### src/opm_defs.vh
// Constants for the operating-mode sequencer.
// Assumes a 100 MHz system clock; included by opm_mode_ctrl.v.
`ifndef OPM_DEFS_VH
`define OPM_DEFS_VH
`define OPM_MODE_STOP 2'h0
`define OPM_MODE_STARTUP 2'h1
`define OPM_MODE_RUN 2'h2
`define OPM_MODE_HOLD 2'h3
`define OPM_CLK_HZ 100000000
`define OPM_BLINK_MIN_MS 3000
`define OPM_WDOG_MS 100
`define OPM_BLINK_HALF_MS 250
`define OPM_BP_COUNT 3
`define OPM_BP_STEP_MAX 2
`endif

### src/opm_bp_table.v
// Breakpoint table: three entries of address and valid flag.
// Assumes the programming tool writes one entry per cycle.
`timescale 1ns/1ps
`default_nettype none
`include "opm_defs.vh"
module opm_bp_table #(
  parameter AW = 16,
  parameter N = `OPM_BP_COUNT
) (
  // Clock and reset
  input wire clk,
  input wire rst,
  // Tool side
  input wire wr_en,
  input wire [1:0] wr_idx,
  input wire wr_set,
  input wire [AW-1:0] wr_addr,
  input wire clr_all,
  // Lookup
  input wire [AW-1:0] pc,
  input wire bp_enable,
  output reg hit,
  output reg [1:0] count
);
  reg [AW-1:0] addr [0:N-1];
  reg [N-1:0] valid;
  wire [N-1:0] match;
  integer k;
  reg [1:0] next_count;
  genvar g;
  generate
    for (g = 0; g < N; g = g + 1) begin : g_ent
      always @(posedge clk or posedge rst) begin
        if (rst) begin
          addr[g] <= {AW{1'b0}};
          valid[g] <= 1'b0;
        end else if (clr_all) begin
          valid[g] <= 1'b0;
        end else if (wr_en && wr_idx == g) begin
          addr[g] <= wr_addr;
          valid[g] <= wr_set;
        end
      end
      assign match[g] = valid[g] && addr[g] == pc;
    end
  endgenerate
  always @* begin
    next_count = 2'h0;
    for (k = 0; k < N; k = k + 1)
      next_count = next_count + {1'b0, valid[k]};
  end
  // Registered lookup result and population count
  always @(posedge clk or posedge rst) begin
    if (rst) begin
      hit <= 1'b0;
      count <= 2'h0;
    end else begin
      hit <= bp_enable && (|match);
      count <= next_count;
    end
  end
endmodule // opm_bp_table
`default_nettype wire

### src/opm_mode_ctrl.v
// Operating-mode sequencer: stop, start-up, run and hold with indicators.
// Assumes the execution engine reports routine progress on the same clock.
`timescale 1ns/1ps
`default_nettype none
`include "opm_defs.vh"
module opm_mode_ctrl #(
  parameter AW = 16,
  parameter CLK_HZ = `OPM_CLK_HZ,
  parameter BLINK_MIN_CYC = (`OPM_CLK_HZ / 1000) * `OPM_BLINK_MIN_MS,
  parameter WDOG_CYC = (`OPM_CLK_HZ / 1000) * `OPM_WDOG_MS,
  parameter BLINK_HALF_CYC = (`OPM_CLK_HZ / 1000) * `OPM_BLINK_HALF_MS
) (
  // Clock and reset
  input wire CLOCK,
  input wire SYS_RST,
  // Mode requests
  input wire RUN_REQ,
  input wire STOP_REQ,
  input wire MEM_RESET,
  input wire PROJECT_RELOAD,
  input wire COLD_START_PRESENT,
  // Execution engine
  input wire STARTUP_DONE,
  input wire CYCLE_END,
  input wire WDOG_KICK,
  input wire CYCLE_TIMEOUT,
  input wire [AW-1:0] EXEC_PC,
  output wire STARTUP_ROUTINE_GO,
  output wire COLD_START_ROUTINE_GO,
  output wire MAIN_CYCLE_ROUTINE_GO,
  output wire EXEC_ENABLE,
  output wire TIMERS_RUN,
  output reg IMAGE_REFRESH,
  output wire CYCLE_SUPERVISE,
  // Programming tool
  input wire BP_WR,
  input wire [1:0] BP_IDX,
  input wire BP_SET,
  input wire [AW-1:0] BP_ADDR,
  input wire BP_CLR_ALL,
  input wire BP_ACTIVE,
  input wire STEP_REQ,
  input wire RESUME_REQ,
  output wire STEP_GO,
  output wire [1:0] BP_COUNT,
  output wire STEP_ALLOWED,
  // Status and pins
  output reg [1:0] MODE,
  output reg OUTPUT_LOCK,
  output reg RUN_LED,
  output reg STOP_LED,
  output reg WDOG_FAULT,
  output reg CYCLE_FAULT
);
  localparam S_STOP = `OPM_MODE_STOP;
  localparam S_STARTUP = `OPM_MODE_STARTUP;
  localparam S_RUN = `OPM_MODE_RUN;
  localparam S_HOLD = `OPM_MODE_HOLD;
  localparam [31:0] BLINK_MIN = BLINK_MIN_CYC;
  localparam [31:0] WDOG_LIM = WDOG_CYC;
  localparam [31:0] HALF_LIM = BLINK_HALF_CYC;

  reg [1:0] next_mode;
  reg wdog_block;
  reg cold_start;
  reg startup_busy;
  reg [31:0] blink_cnt;
  reg [31:0] half_cnt;
  reg [31:0] wdog_cnt;
  reg blink_phase;
  reg step_pending;
  reg [AW-1:0] step_pc;
  wire bp_hit;
  wire step_done;
  wire enter_startup;
  wire leave_startup;
  wire half_tick;
  wire in_startup;
  wire in_run;
  wire in_hold;
  wire blink_active;
  wire wdog_trip;
  wire step_ok;
  wire start_ok;

  opm_bp_table #(
    .AW(AW),
    .N(`OPM_BP_COUNT)
  ) u_bp (
    .clk(CLOCK),
    .rst(SYS_RST),
    .wr_en(BP_WR),
    .wr_idx(BP_IDX),
    .wr_set(BP_SET),
    .wr_addr(BP_ADDR),
    .clr_all(BP_CLR_ALL),
    .pc(EXEC_PC),
    .bp_enable(BP_ACTIVE),
    .hit(bp_hit),
    .count(BP_COUNT)
  );

  // Single step is refused once more than two breakpoints are defined
  assign step_ok = BP_COUNT <= `OPM_BP_STEP_MAX;
  assign STEP_ALLOWED = step_ok;
  assign STEP_GO = in_hold && STEP_REQ && step_ok && !STOP_REQ;
  // Watchdog restart needs the cold-start routine to exist
  assign start_ok = !wdog_block || COLD_START_PRESENT;
  assign wdog_trip = (MODE == S_RUN) && (wdog_cnt >= WDOG_LIM - 32'h1) && !WDOG_KICK;
  assign enter_startup = (MODE == S_STOP) && (next_mode == S_STARTUP);
  assign leave_startup = (MODE == S_STARTUP) && (next_mode == S_RUN);
  // A granted step ends once the engine has moved off the held statement
  assign step_done = step_pending && (EXEC_PC != step_pc);

  // Mode transitions
  always @* begin
    next_mode = MODE;
    case (MODE)
      S_STOP: begin
        if (RUN_REQ && !STOP_REQ && start_ok)
          next_mode = S_STARTUP;
      end
      S_STARTUP: begin
        if (STOP_REQ)
          next_mode = S_STOP;
        else if (STARTUP_DONE && startup_busy)
          next_mode = S_RUN;
      end
      S_RUN: begin
        if (STOP_REQ || wdog_trip || CYCLE_TIMEOUT)
          next_mode = S_STOP;
        // A granted single step returns to hold after one statement
        else if (bp_hit || step_done)
          next_mode = S_HOLD;
      end
      S_HOLD: begin
        if (STOP_REQ)
          next_mode = S_STOP;
        else if (RESUME_REQ || STEP_GO)
          next_mode = S_RUN;
      end
      default: next_mode = S_STOP;
    endcase
  end

  // Mode register
  always @(posedge CLOCK or posedge SYS_RST) begin
    if (SYS_RST)
      MODE <= S_STOP;
    else
      MODE <= next_mode;
  end

  // Start-up bookkeeping; a restart after a watchdog trip takes the cold-start routine
  always @(posedge CLOCK or posedge SYS_RST) begin
    if (SYS_RST) begin
      startup_busy <= 1'b0;
      cold_start <= 1'b0;
    end else if (enter_startup) begin
      startup_busy <= 1'b1;
      cold_start <= wdog_block;
    end else if (MODE != S_STARTUP || next_mode != S_STARTUP) begin
      startup_busy <= 1'b0;
    end
  end

  // Watchdog restart block; a trip wins over a simultaneous clearing event
  always @(posedge CLOCK or posedge SYS_RST) begin
    if (SYS_RST) begin
      wdog_block <= 1'b0;
      WDOG_FAULT <= 1'b0;
    end else if (wdog_trip) begin
      wdog_block <= 1'b1;
      WDOG_FAULT <= 1'b1;
    end else if (MEM_RESET || PROJECT_RELOAD) begin
      wdog_block <= 1'b0;
      WDOG_FAULT <= 1'b0;
    end else if (leave_startup) begin
      wdog_block <= 1'b0;
      WDOG_FAULT <= 1'b0;
    end
  end

  // Cycle supervision fault, raised in run only
  always @(posedge CLOCK or posedge SYS_RST) begin
    if (SYS_RST)
      CYCLE_FAULT <= 1'b0;
    else if (MODE == S_RUN && CYCLE_TIMEOUT)
      CYCLE_FAULT <= 1'b1;
    else if (enter_startup)
      CYCLE_FAULT <= 1'b0;
  end

  // Single step: remember the held statement until the engine leaves it
  always @(posedge CLOCK or posedge SYS_RST) begin
    if (SYS_RST) begin
      step_pending <= 1'b0;
      step_pc <= {AW{1'b0}};
    end else if (STEP_GO) begin
      step_pending <= 1'b1;
      step_pc <= EXEC_PC;
    end else if (MODE != S_RUN || step_done || bp_hit) begin
      step_pending <= 1'b0;
    end
  end

  // Watchdog counter, restarted by each kick or cycle end
  always @(posedge CLOCK or posedge SYS_RST) begin
    if (SYS_RST)
      wdog_cnt <= 32'h0;
    else if (MODE != S_RUN || WDOG_KICK || CYCLE_END)
      wdog_cnt <= 32'h0;
    else if (wdog_cnt < WDOG_LIM)
      wdog_cnt <= wdog_cnt + 32'h1;
  end

  // Minimum blink window measured from start-up begin
  always @(posedge CLOCK or posedge SYS_RST) begin
    if (SYS_RST)
      blink_cnt <= 32'h0;
    else if (MODE == S_STOP && next_mode == S_STARTUP)
      blink_cnt <= BLINK_MIN;
    else if (blink_cnt != 32'h0)
      blink_cnt <= blink_cnt - 32'h1;
  end
  // Blink keeps going through start-up and hold
  assign blink_active = (blink_cnt != 32'h0) || (MODE == S_STARTUP) || (MODE == S_HOLD);

  // Blink phase divider: one-cycle enable at each half period
  assign half_tick = blink_active && (half_cnt >= HALF_LIM - 32'h1);
  always @(posedge CLOCK or posedge SYS_RST) begin
    if (SYS_RST) begin
      half_cnt <= 32'h0;
      blink_phase <= 1'b0;
    end else if (!blink_active) begin
      half_cnt <= 32'h0;
      blink_phase <= 1'b0;
    end else if (half_tick) begin
      half_cnt <= 32'h0;
      blink_phase <= ~blink_phase;
    end else begin
      half_cnt <= half_cnt + 32'h1;
    end
  end

  // Output lock and process image refresh
  always @(posedge CLOCK or posedge SYS_RST) begin
    if (SYS_RST) begin
      OUTPUT_LOCK <= 1'b1;
      IMAGE_REFRESH <= 1'b0;
    end else begin
      OUTPUT_LOCK <= next_mode != S_RUN;
      // A cycle finished in run is written out even when run ends at that edge
      IMAGE_REFRESH <= in_run && CYCLE_END;
    end
  end

  // Indicators
  always @(posedge CLOCK or posedge SYS_RST) begin
    if (SYS_RST) begin
      RUN_LED <= 1'b0;
      STOP_LED <= 1'b1;
    end else begin
      case (next_mode)
        S_STOP: begin
          RUN_LED <= (blink_cnt > 32'h1) ? ~blink_phase : 1'b0;
          STOP_LED <= 1'b1;
        end
        S_STARTUP: begin
          RUN_LED <= ~blink_phase;
          STOP_LED <= 1'b1;
        end
        S_RUN: begin
          RUN_LED <= (blink_cnt > 32'h1) ? ~blink_phase : 1'b1;
          STOP_LED <= 1'b0;
        end
        S_HOLD: begin
          RUN_LED <= ~blink_phase;
          STOP_LED <= 1'b1;
        end
        default: begin
          RUN_LED <= 1'b0;
          STOP_LED <= 1'b1;
        end
      endcase
    end
  end

  // Decoded mode
  assign in_startup = (MODE == S_STARTUP);
  assign in_run = (MODE == S_RUN);
  assign in_hold = (MODE == S_HOLD);
  // Engine controls; held process values are untouched in stop and hold
  assign STARTUP_ROUTINE_GO = in_startup && startup_busy && !cold_start;
  assign COLD_START_ROUTINE_GO = in_startup && startup_busy && cold_start;
  assign MAIN_CYCLE_ROUTINE_GO = in_run;
  assign EXEC_ENABLE = in_startup || in_run;
  assign TIMERS_RUN = in_run;
  assign CYCLE_SUPERVISE = in_run;
endmodule // opm_mode_ctrl
`default_nettype wire

### config.mk
export PLATFORM = sky130hd
export DESIGN_NAME = opm_mode_ctrl
export DESIGN_NICKNAME = d
export VERILOG_FILES = /design/src/opm_bp_table.v /design/src/opm_mode_ctrl.v
export VERILOG_INCLUDE_DIRS = /design/src
export SDC_FILE = /design/constraint.sdc
export NUM_CORES = 1
export LEC_CHECK = 0
export BUFFER_PORTS_ARGS = -buffer_cell sky130_fd_sc_hd__buf_2
export CORE_MARGIN = 3
export CORE_UTILIZATION = 35
export DETAILED_ROUTE_END_ITERATION = 10
export PLACE_DENSITY = 0.62
export SETUP_SLACK_MARGIN = 0.2
export SYNTH_ARGS = -nofsm -noshare
export SYNTH_HDL_FRONTEND = slang
export SYNTH_SLANG_ARGS = --single-unit
### constraint.sdc
create_clock -name CLOCK -period 6.85 [get_ports CLOCK]
set_clock_uncertainty 0.1 [all_clocks]
set_input_delay 1.37 -clock CLOCK [delete_from_list [all_inputs] [get_ports CLOCK]]
set_output_delay 1.37 -clock CLOCK [all_outputs]
set_load 0.005 [all_outputs]
==> results of run 1 <==
## cell families after synthesis
group	after synthesis	share of synthesized area
AND/OR/NAND/NOR	315	0.185
flip-flops	177	0.508
XOR/XNOR	130	0.130
multiplexers	71	0.0909
AO/OA/AOI/OAI	54	0.0450
buffers and inverters	47	0.0254
adder cells (fa/ha/maj)	10	0.0152
other	1	0.000430
## power breakdown
| group | internal [mW] | leakage (nW) | total [mW] | switching (mW) |
|---|---|---|---|---|
| logic | 0.296 | 1.59 | 0.608 | 0.312 |
| clock network | 0.520 | 0.312 | 1.05 | 0.529 |
| registers | 1.20 | 2.26 | 1.32 | 0.121 |
## sequential cells by signal (all words and copies together), names as in the netlist, 2 cells and up
register    cells
u_bp.addr      48
blink_cnt      32
half_cnt       32
wdog_cnt       32
step_pc        16
u_bp.valid      3
MODE            2
u_bp.count      2
## layer usage
layer / global-route usage / vias to the layer above
met4: 0.0342 / 0
met5: 0 / -
met3: 0.0383 / 20
met2: 0.220 / 96
met1: 0.195 / 2780
li1: - / 2859
## cell usage in the layout, fill, tap and decap left out, types with 17 or more instances in the layout
cell type | netlist | layout
a21oi_1 | 17 | 17
buf_2 | 3 | 68
clkbuf_16 | 0 | 17
dfrtp_1 | 176 | 176
mux2_2 | 66 | 66
nand2_1 | 43 | 43
nand3_1 | 27 | 27
nand4_1 | 17 | 17
nor2_1 | 102 | 102
nor3_1 | 21 | 20
nor4_1 | 19 | 19
xnor2_1 | 79 | 79
xor2_1 | 51 | 51
## metrics by stage
stage / instance area [µm²] / setup slack [ns]
2_1_floorplan: 8750 / 0.580
3_3_place_gp: 9380 / 2.96
3_5_place_dp: 9380 / 2.95
4_1_cts: 10000 / 3.02
5_1_grt: 10000 / 2.86
6_report: 10000 / 3.03
## area by class of cell
| type | count | area [µm²] |
|---|---|---|
| fill | 2339 | 14400 |
| sequential | 177 | 4430 |
| multi-input combinational | 587 | 4120 |
| clock buffer | 17 | 425 |
| tap | 324 | 405 |
| timing repair buffer | 73 | 378 |
| clock inverter | 15 | 220 |
| inverter | 12 | 50.0 |
## critical path, delay by kind of cell
family	cells	cell delay, ns
and+or+nand+nor	2	0.41
buffers and inverters	3	0.56
## path summary, 6_finish.rpt
path,startpoint,endpoint,slack [ns]
worst max-delay path,STOP_REQ,STEP_GO,3.03
worst min register to register,wdog_cnt[26],wdog_cnt[26],0.39
min in group asynchronous,SYS_RST,half_cnt[20],0.94
max in group asynchronous,SYS_RST,wdog_cnt[27],4.53
worst min-delay path,wdog_cnt[26],wdog_cnt[26],0.39
worst max register to register,blink_cnt[26],half_cnt[10],3.54
==> impl_metrics.py, run 1 <==
metrics = {
    "logic_synthesis": {
        "synth_warnings": 0,
        "synth-seq-cells": 177,
        "syn_area_per_cell_um2": 10.8,
        "ys_types": 61,
        "synth_most_common_cell": "dfrtp_1",
        "ys.flop_type": "dfrtp_1",
        "synthTopCellsByCount": "dfrtp_1 (176), nor2_1 (102), xnor2_1 (79), mux2_2 (66), xor2_1 (51)",
        "async_flop_share": 1.00,
        "yosysTopAreaCell": "dfrtp_1",
        "synth_edf_count": 0,
        "synth_top_area_share": 0.505,
        "ys_top_cells_by_area": "dfrtp_1 (50%), mux2_2 (8.5%), xnor2_1 (7.9%)",
        "yosysSeqAreaShare": 0.508,
        "syn_area_mm2": 0.00873,
        "syn-instance-count": 805,
    },
    "final_layout": {
        "post-route-util": 0.411,
        "fin_nets": 929,
        "diodes": 0,
        "layout-drive-gt1-share": 0.215,
        "area_growth_pct": 14.9,
        "final_cells": 1205,
    },
    "floorplan": {
        "dieWidth_um": 164,
        "rows": 57,
        "io-pin-count": 69,
        "die-area_mm2": 0.0269,
        "core-area_mm2": 0.0244,
        "die_h_um": 164,
        "start_util": 0.358,
    },
    "drt": {
        "drt-vias-per-instance": 4.78,
        "drtPass1Iterations": 6,
        "vias": 5755,
        "dr_wl_met3_um": 811,
        "top_layer": "met4",
        "drc_errors": 0,
        "met2WireLength_um": 8110,
        "wl_um": 17900,
        "drt_iter0_markers": 349,
        "antenna_left": 0,
        "met1_length_um": 8690,
        "wire_per_inst_um": 14.8,
    },
    "worst_setup_path": {
        "cpMostUsedCell": "buf_2",
        "ff2ff_path_depth": 7,
        "criticalPathCategory": "in -> out",
        "path_cells": "buf_2, nor2b_1, and3_1, buf_4, buf_2",
        "worstPathArrival_ns": 2.35,
        "critPathSlowestCell": "buf_4",
        "crit_path_start_kind": "input pin",
        "slowest_delay_ns": 0.26,
        "path_max_fanout": 20,
        "critPathRequiredTime_ns": 5.38,
        "cp-end-kind": "output port",
    },
    "cts": {
        "cts_sinks": 177,
        "clockBufferDepth": 2,
        "clk_pin_slew_worst_paths_ns": 0.08,
        "cts_buffers": 17,
        "ctsHoldBuffers": 0,
        "htree_num_levels": 4,
        "cts_resized": 0,
        "clk_latency_ns": 0.45,
        "post_cts_buffers": 0,
        "cts_tree": "done",
        "ctsRootBufferMaster": "clkbuf_16",
    },
    "hold_path": {
        "hold_class": "reg -> reg",
        "hold_depth": 1,
    },
    "timing": {
        "whs_ns": 0.390,
        "period_share": 0.558,
        "max_freq_mhz": 262,
        "hold_viol_final": 0,
        "setup_viol": 0,
        "max_slew_margin": 0.382,
        "rsz0062_at_grt": "no",
        "drv_slew": 0,
        "tns_ns": 0,
        "layout_min_cycle_time_ns": 3.82,
        "tightestPinTransition_ns": 0.925,
    },
    "global_route": {
        "grt_max_degree": 86,
        "grt_pass1_vias": 5843,
        "grt_pass1_wl_um": 30000,
        "grt_util_all_layers": 0.141,
        "grt-ovfl-total": 0,
        "antenna_found_initial": 0,
    },
    "place": {
        "dp_hpwl_um": 12900,
        "place_congestion": 0.772,
        "numPortBuffers": 68,
        "dp.cells": 1173,
    },
    "power": {
        "ir_drop_mv": 0.159,
        "total_power_mw": 2.98,
        "pwr_density_cell_mw_per_mm2": 297,
        "p_leak_nw": 4.17,
    },
    "outcome": {
        "status": "completed",
    },
    "run": {
        "max-cap-violations": 0,
    },
}
Note: power is estimated with default switching activity, not from simulation.
==> inputs of run 2 (changes only) <==
--- a/config.mk
+++ b/config.mk
@@ -10,7 +10,7 @@
 export CORE_MARGIN = 3
 export CORE_UTILIZATION = 35
 export DETAILED_ROUTE_END_ITERATION = 10
-export PLACE_DENSITY = 0.62
+export PLACE_DENSITY = 0.64
 export SETUP_SLACK_MARGIN = 0.2
 export SYNTH_ARGS = -nofsm -noshare
 export SYNTH_HDL_FRONTEND = slang
==> constraint.sdc (replaced) <==
create_clock -name CLOCK -period 3.3 [get_ports CLOCK]
set_clock_uncertainty 0.1 [all_clocks]
set_input_delay 0.66 -clock CLOCK [delete_from_list [all_inputs] [get_ports CLOCK]]
set_output_delay 0.66 -clock CLOCK [all_outputs]
set_load 0.005 [all_outputs]
==> impl_metrics.py, run 2 (same netlist as run 1, synthesis figures left out) <==
metrics = {
    "cts": {
        "htree_num_levels": 4,
        "post_cts_buffers": 0,
        "clk_pin_slew_worst_paths_ns": 0.08,
        "cts_resized": 0,
        "cts_tree": "done",
        "clk_latency_ns": 0.43,
        "ctsRootBufferMaster": "clkbuf_16",
        "cts_sinks": 177,
        "clockBufferDepth": 2,
        "cts_buffers": 17,
        "ctsHoldBuffers": 0,
    },
    "worst_setup_path": {
        "worstReg2RegStart": "blink_cnt[12]",
        "reg2reg_slack_ns": 0.48,
        "crit_path_start_kind": "flop",
        "path_max_fanout": 18,
        "startpoint": "MODE[0]",
        "critPathSlowestCell": "dfrtp_1",
        "path_cells": "ha_1, nor2b_1, and3_1, buf_4, buf_2",
        "reg2reg_to": "half_cnt[6]",
        "critPathRequiredTime_ns": 2.54,
        "cp-end-kind": "output port",
        "slowest_delay_ns": 0.46,
        "ff2ff_path_depth": 8,
        "worstPathArrival_ns": 2.10,
        "criticalPathCategory": "reg -> out",
    },
    "outcome": {
        "status": "completed",
    },
    "power": {
        "ir_drop_mv": 0.332,
        "power_frac_clock": 0.341,
        "p_switching_mw": 1.89,
        "pwr-share-seq": 0.446,
        "internal_power_mw": 4.27,
        "combPwrFrac": 0.213,
        "p_leak_nw": 4.21,
        "pwr_density_cell_mw_per_mm2": 609,
        "power.share.switching": 0.307,
    },
    "global_route": {
        "grt-ovfl-total": 0,
        "grt_pass1_vias": 5909,
        "grt_max_degree": 86,
        "antenna_found_initial": 0,
        "grt_util_all_layers": 0.146,
        "grt_pass1_wl_um": 31000,
    },
    "timing": {
        "rsz0062_at_grt": "no",
        "drv_slew": 0,
        "period_share": 0.865,
        "tns_ns": 0,
        "max_freq_mhz": 350,
        "whs_ns": 0.146,
        "max_slew_margin": 0.598,
        "layout_min_cycle_time_ns": 2.86,
        "hold_viol_final": 0,
        "setup_viol": 0,
        "setup_ws_ns": 0.445,
        "tightestPinTransition_ns": 0.595,
    },
    "final_layout": {
        "top_register": "u_bp.addr",
        "fin_nets": 937,
        "most-common-layout-cells": "dfrtp_1 (176), nor2_1 (102), xnor2_1 (79)",
        "diodes": 0,
        "final_common_cell": "dfrtp_1",
        "area_growth_pct": 15.8,
        "layout-drive-gt1-share": 0.223,
        "largest_reg_flops": 48,
    },
    "place": {
        "place_congestion": 0.777,
        "dp_hpwl_um": 13000,
        "numPortBuffers": 68,
        "pre_cts_slack_ns": 0.234,
    },
    "hold_path": {
        "hold_class": "in -> async",
    },
    "run": {
        "max-cap-violations": 0,
    },
    "floorplan": {
        "start_util": 0.358,
        "die-area_mm2": 0.0269,
        "io-pin-count": 69,
        "rows": 57,
        "core-area_mm2": 0.0244,
        "die_h_um": 164,
        "dieWidth_um": 164,
    },
    "drt": {
        "drc_errors": 0,
        "drt_iter0_markers": 331,
        "vias": 5910,
        "antenna_left": 0,
        "drt-vias-per-instance": 4.87,
        "wl_um": 18500,
        "wire_per_inst_um": 15.2,
        "drtPass1Iterations": 4,
    },
}
run 2: cell types whose count changed in the layout (fill, tap and decap cells not counted), moves of 2 or more:
cell      before  now
buf_4          5   10
clkinv_8       3    5
inv_6          2    5
buf_12         0    3
inv_12         6    0
inv_8          4    2
run 2: layout make-up:
| cell class | instances | area (µm²) |
|---|---|---|
| fill | 2397 | 14300 |
| inverter | 12 | 48.8 |
| sequential | 177 | 4430 |
| clock inverter | 14 | 186 |
| tap | 324 | 405 |
| multi-input combinational | 587 | 4120 |
| timing repair buffer | 81 | 475 |
| clock buffer | 18 | 439 |
run 2: how the worst max path moves through the flow:
stage                     depth (start not counted)            end
after global placement                            9  blink_cnt[23]
final                                             5        STEP_GO
after global routing                              8    half_cnt[6]
after detailed placement                          9  blink_cnt[23]
after CTS                                         8    half_cnt[6]
after floorplan                                   1    CYCLE_FAULT
run 2: worst max-delay path: cells and delay by family, from the launching register on:
family	cells	cell delay, ns
fa+ha+maj	1	0.23
flops	1	0.46
buf+inv	2	0.49
simple gates	2	0.48
run 2: per-layer routing:
| metal | up-vias | wire length [µm] | track usage |
|---|---|---|---|
| li1 | 2884 | - | - |
| met4 | 0 | 245 | 0.0442 |
| met2 | 106 | 8720 | 0.231 |
| met1 | 2901 | 8620 | 0.201 |
| met5 | - | 0 | 0 |
| met3 | 19 | 884 | 0.0315 |
run 2: power groups by stage:
stage / Clock [mW] / Sequential (mW) / Combinational (mW)
6_report: 2.10 / 2.75 / 1.31
5_1_grt: 2.25 / 2.79 / 1.46
4_1_cts: 2.16 / 2.75 / 1.34
3_5_place_dp: 0 / 2.79 / 1.32
3_3_place_gp: 0 / 2.78 / 1.31
2_1_floorplan: 0 / 2.73 / 1.01
run 2: metrics by stage:
stage               utilization  std cells  area [µm²]  power [mW]
floorplan                     -        811        8750        3.74
global placement          0.388       1181        9470        4.08
detailed placement        0.388       1181        9470        4.11
CTS                       0.414       1213       10100        6.24
global route              0.414       1213       10100        6.50
finish                    0.414       1213       10100        6.16
==> inputs of run 3 (changes only) <==
--- a/config.mk
+++ b/config.mk
@@ -7,7 +7,7 @@
 export NUM_CORES = 1
 export LEC_CHECK = 0
 export BUFFER_PORTS_ARGS = -buffer_cell sky130_fd_sc_hd__buf_2
-export CORE_MARGIN = 3
+export CORE_MARGIN = 2
 export CORE_UTILIZATION = 35
 export DETAILED_ROUTE_END_ITERATION = 10
 export PLACE_DENSITY = 0.64
==> impl_metrics.py, run 3 (same netlist as run 1, synthesis figures left out) <==
metrics = {
    "worst_setup_path": {
        "reg2reg_to": "half_cnt[8]",
        "cp-end-kind": "output port",
        "ff2ff_path_depth": 8,
        "path_max_fanout": 18,
        "worstReg2RegStart": "blink_cnt[12]",
        "path_cells": "ha_1, nor2b_1, and3_1, buf_4, buf_2",
        "startpoint": "MODE[0]",
        "critPathSlowestCell": "dfrtp_1",
        "critPathRequiredTime_ns": 2.54,
        "reg2reg_slack_ns": 0.55,
        "crit_path_start_kind": "flop",
        "slowest_delay_ns": 0.48,
        "worstPathArrival_ns": 2.15,
        "criticalPathCategory": "reg -> out",
    },
    "hold_path": {
        "hold_class": "in -> async",
    },
    "floorplan": {
        "io-pin-count": 69,
        "rows": 57,
        "die-area_mm2": 0.0262,
        "start_util": 0.358,
        "die_h_um": 162,
        "core-area_mm2": 0.0244,
        "dieWidth_um": 162,
    },
    "drt": {
        "antenna_left": 0,
        "wire_per_inst_um": 14.8,
        "drtPass1Iterations": 4,
        "drt-vias-per-instance": 4.84,
        "drc_errors": 0,
        "drt_iter0_markers": 331,
        "vias": 5866,
        "wl_um": 17900,
    },
    "place": {
        "place_congestion": 0.831,
        "numPortBuffers": 68,
        "pre_cts_slack_ns": 0.169,
        "dp_hpwl_um": 12600,
    },
    "timing": {
        "drv_slew": 0,
        "tns_ns": 0,
        "rsz0062_at_grt": "no",
        "period_share": 0.883,
        "setup_ws_ns": 0.387,
        "hold_viol_final": 0,
        "layout_min_cycle_time_ns": 2.91,
        "max_slew_margin": 0.564,
        "max_freq_mhz": 343,
        "setup_viol": 0,
        "tightestPinTransition_ns": 0.653,
    },
    "cts": {
        "htree_num_levels": 4,
        "clk_pin_slew_worst_paths_ns": 0.07,
        "clockBufferDepth": 2,
        "post_cts_buffers": 0,
        "ctsHoldBuffers": 0,
        "cts_sinks": 177,
        "clk_latency_ns": 0.43,
        "cts_tree": "done",
        "ctsRootBufferMaster": "clkbuf_16",
        "cts_buffers": 17,
    },
    "global_route": {
        "grt-ovfl-total": 0,
        "antenna_found_initial": 2,
        "grt_pass1_vias": 5735,
        "grt_max_degree": 78,
        "grt_pass1_wl_um": 30000,
        "grt_util_all_layers": 0.143,
    },
    "final_layout": {
        "nFillCells": 2366,
        "top_register": "u_bp.addr",
        "final_common_cell": "dfrtp_1",
        "largest_reg_flops": 48,
        "layout-drive-gt1-share": 0.221,
        "most-common-layout-cells": "dfrtp_1 (176), nor2_1 (102), xnor2_1 (79)",
        "area_growth_pct": 15.4,
        "fin_nets": 936,
    },
    "power": {
        "pwr_density_cell_mw_per_mm2": 605,
        "ir_drop_mv": 0.303,
        "p_leak_nw": 4.18,
    },
    "outcome": {
        "status": "completed",
    },
    "run": {
        "max-cap-violations": 0,
    },
}
run 3: changes by cell type in the layout (fill, tap and decap cells not counted):
cell,before,now
clkbuf_8,1,0
inv_8,2,5
clkinv_8,5,2
clkbuf_1,0,1
buf_4,10,9
diode_2,0,1
inv_6,5,1
clkinvlp_4,1,5
run 3: final cells by class:
class / instances / area [µm²] / share of cell area
clock buffers: 18 / 429 / 0.0426
repair buffers: 80 / 468 / 0.0465
diodes: 1 / 2.50 / 0.000248
flip-flops and latches: 177 / 4430 / 0.440
well taps: 324 / 405 / 0.0403
inverters: 12 / 48.8 / 0.00485
multi-input cells: 587 / 4120 / 0.409
clock inverters: 14 / 166 / 0.0165
run 3: power by group:
group	switching, mW	internal, mW
Clock	0.942	1.08
Combinational	0.666	0.651
Sequential	0.254	2.49
run 3: layer usage:
layer / up-vias / track usage / part of all wire
met4: 0 / 0.0471 / 0.017
li1: 2882 / - / -
met5: - / 0 / 0
met3: 21 / 0.0324 / 0.039
met2: 85 / 0.221 / 0.45
met1: 2878 / 0.200 / 0.49
run 3: timing repair:
action                                  in CTS  in global routing
endpoints found under the setup margin       0                 32
gates resized for setup                      0                  1
hold endpoints to repair                     0                  0
run 3: worst max path at each step:
stage	to	slack, ns
floorplan	CYCLE_FAULT	0.27
global route	STEP_GO	0.23
global placement	blink_cnt[23]	0.17
finish	STEP_GO	0.39
detailed placement	blink_cnt[23]	0.17
CTS	half_cnt[8]	0.39
run 3: per-stage QoR:
step	cell area, µm²	hold slack (ns)	utilization	power [mW]	cells
final	10100	0.212	0.413	6.09	1213
after floorplan	8750	0.344	-	3.74	811
after detailed placement	9470	0.375	0.388	4.10	1180
after global placement	9470	0.370	0.388	4.08	1180
after global routing	10100	0.250	0.413	6.42	1212
after CTS	10100	0.228	0.413	6.16	1212
run 3: critical path, delay by kind of cell (launching register included):
kind | cells | cell delay, ns
simple gates | 2 | 0.50
buf+inv | 2 | 0.50
flops | 1 | 0.48
fa+ha+maj | 1 | 0.24
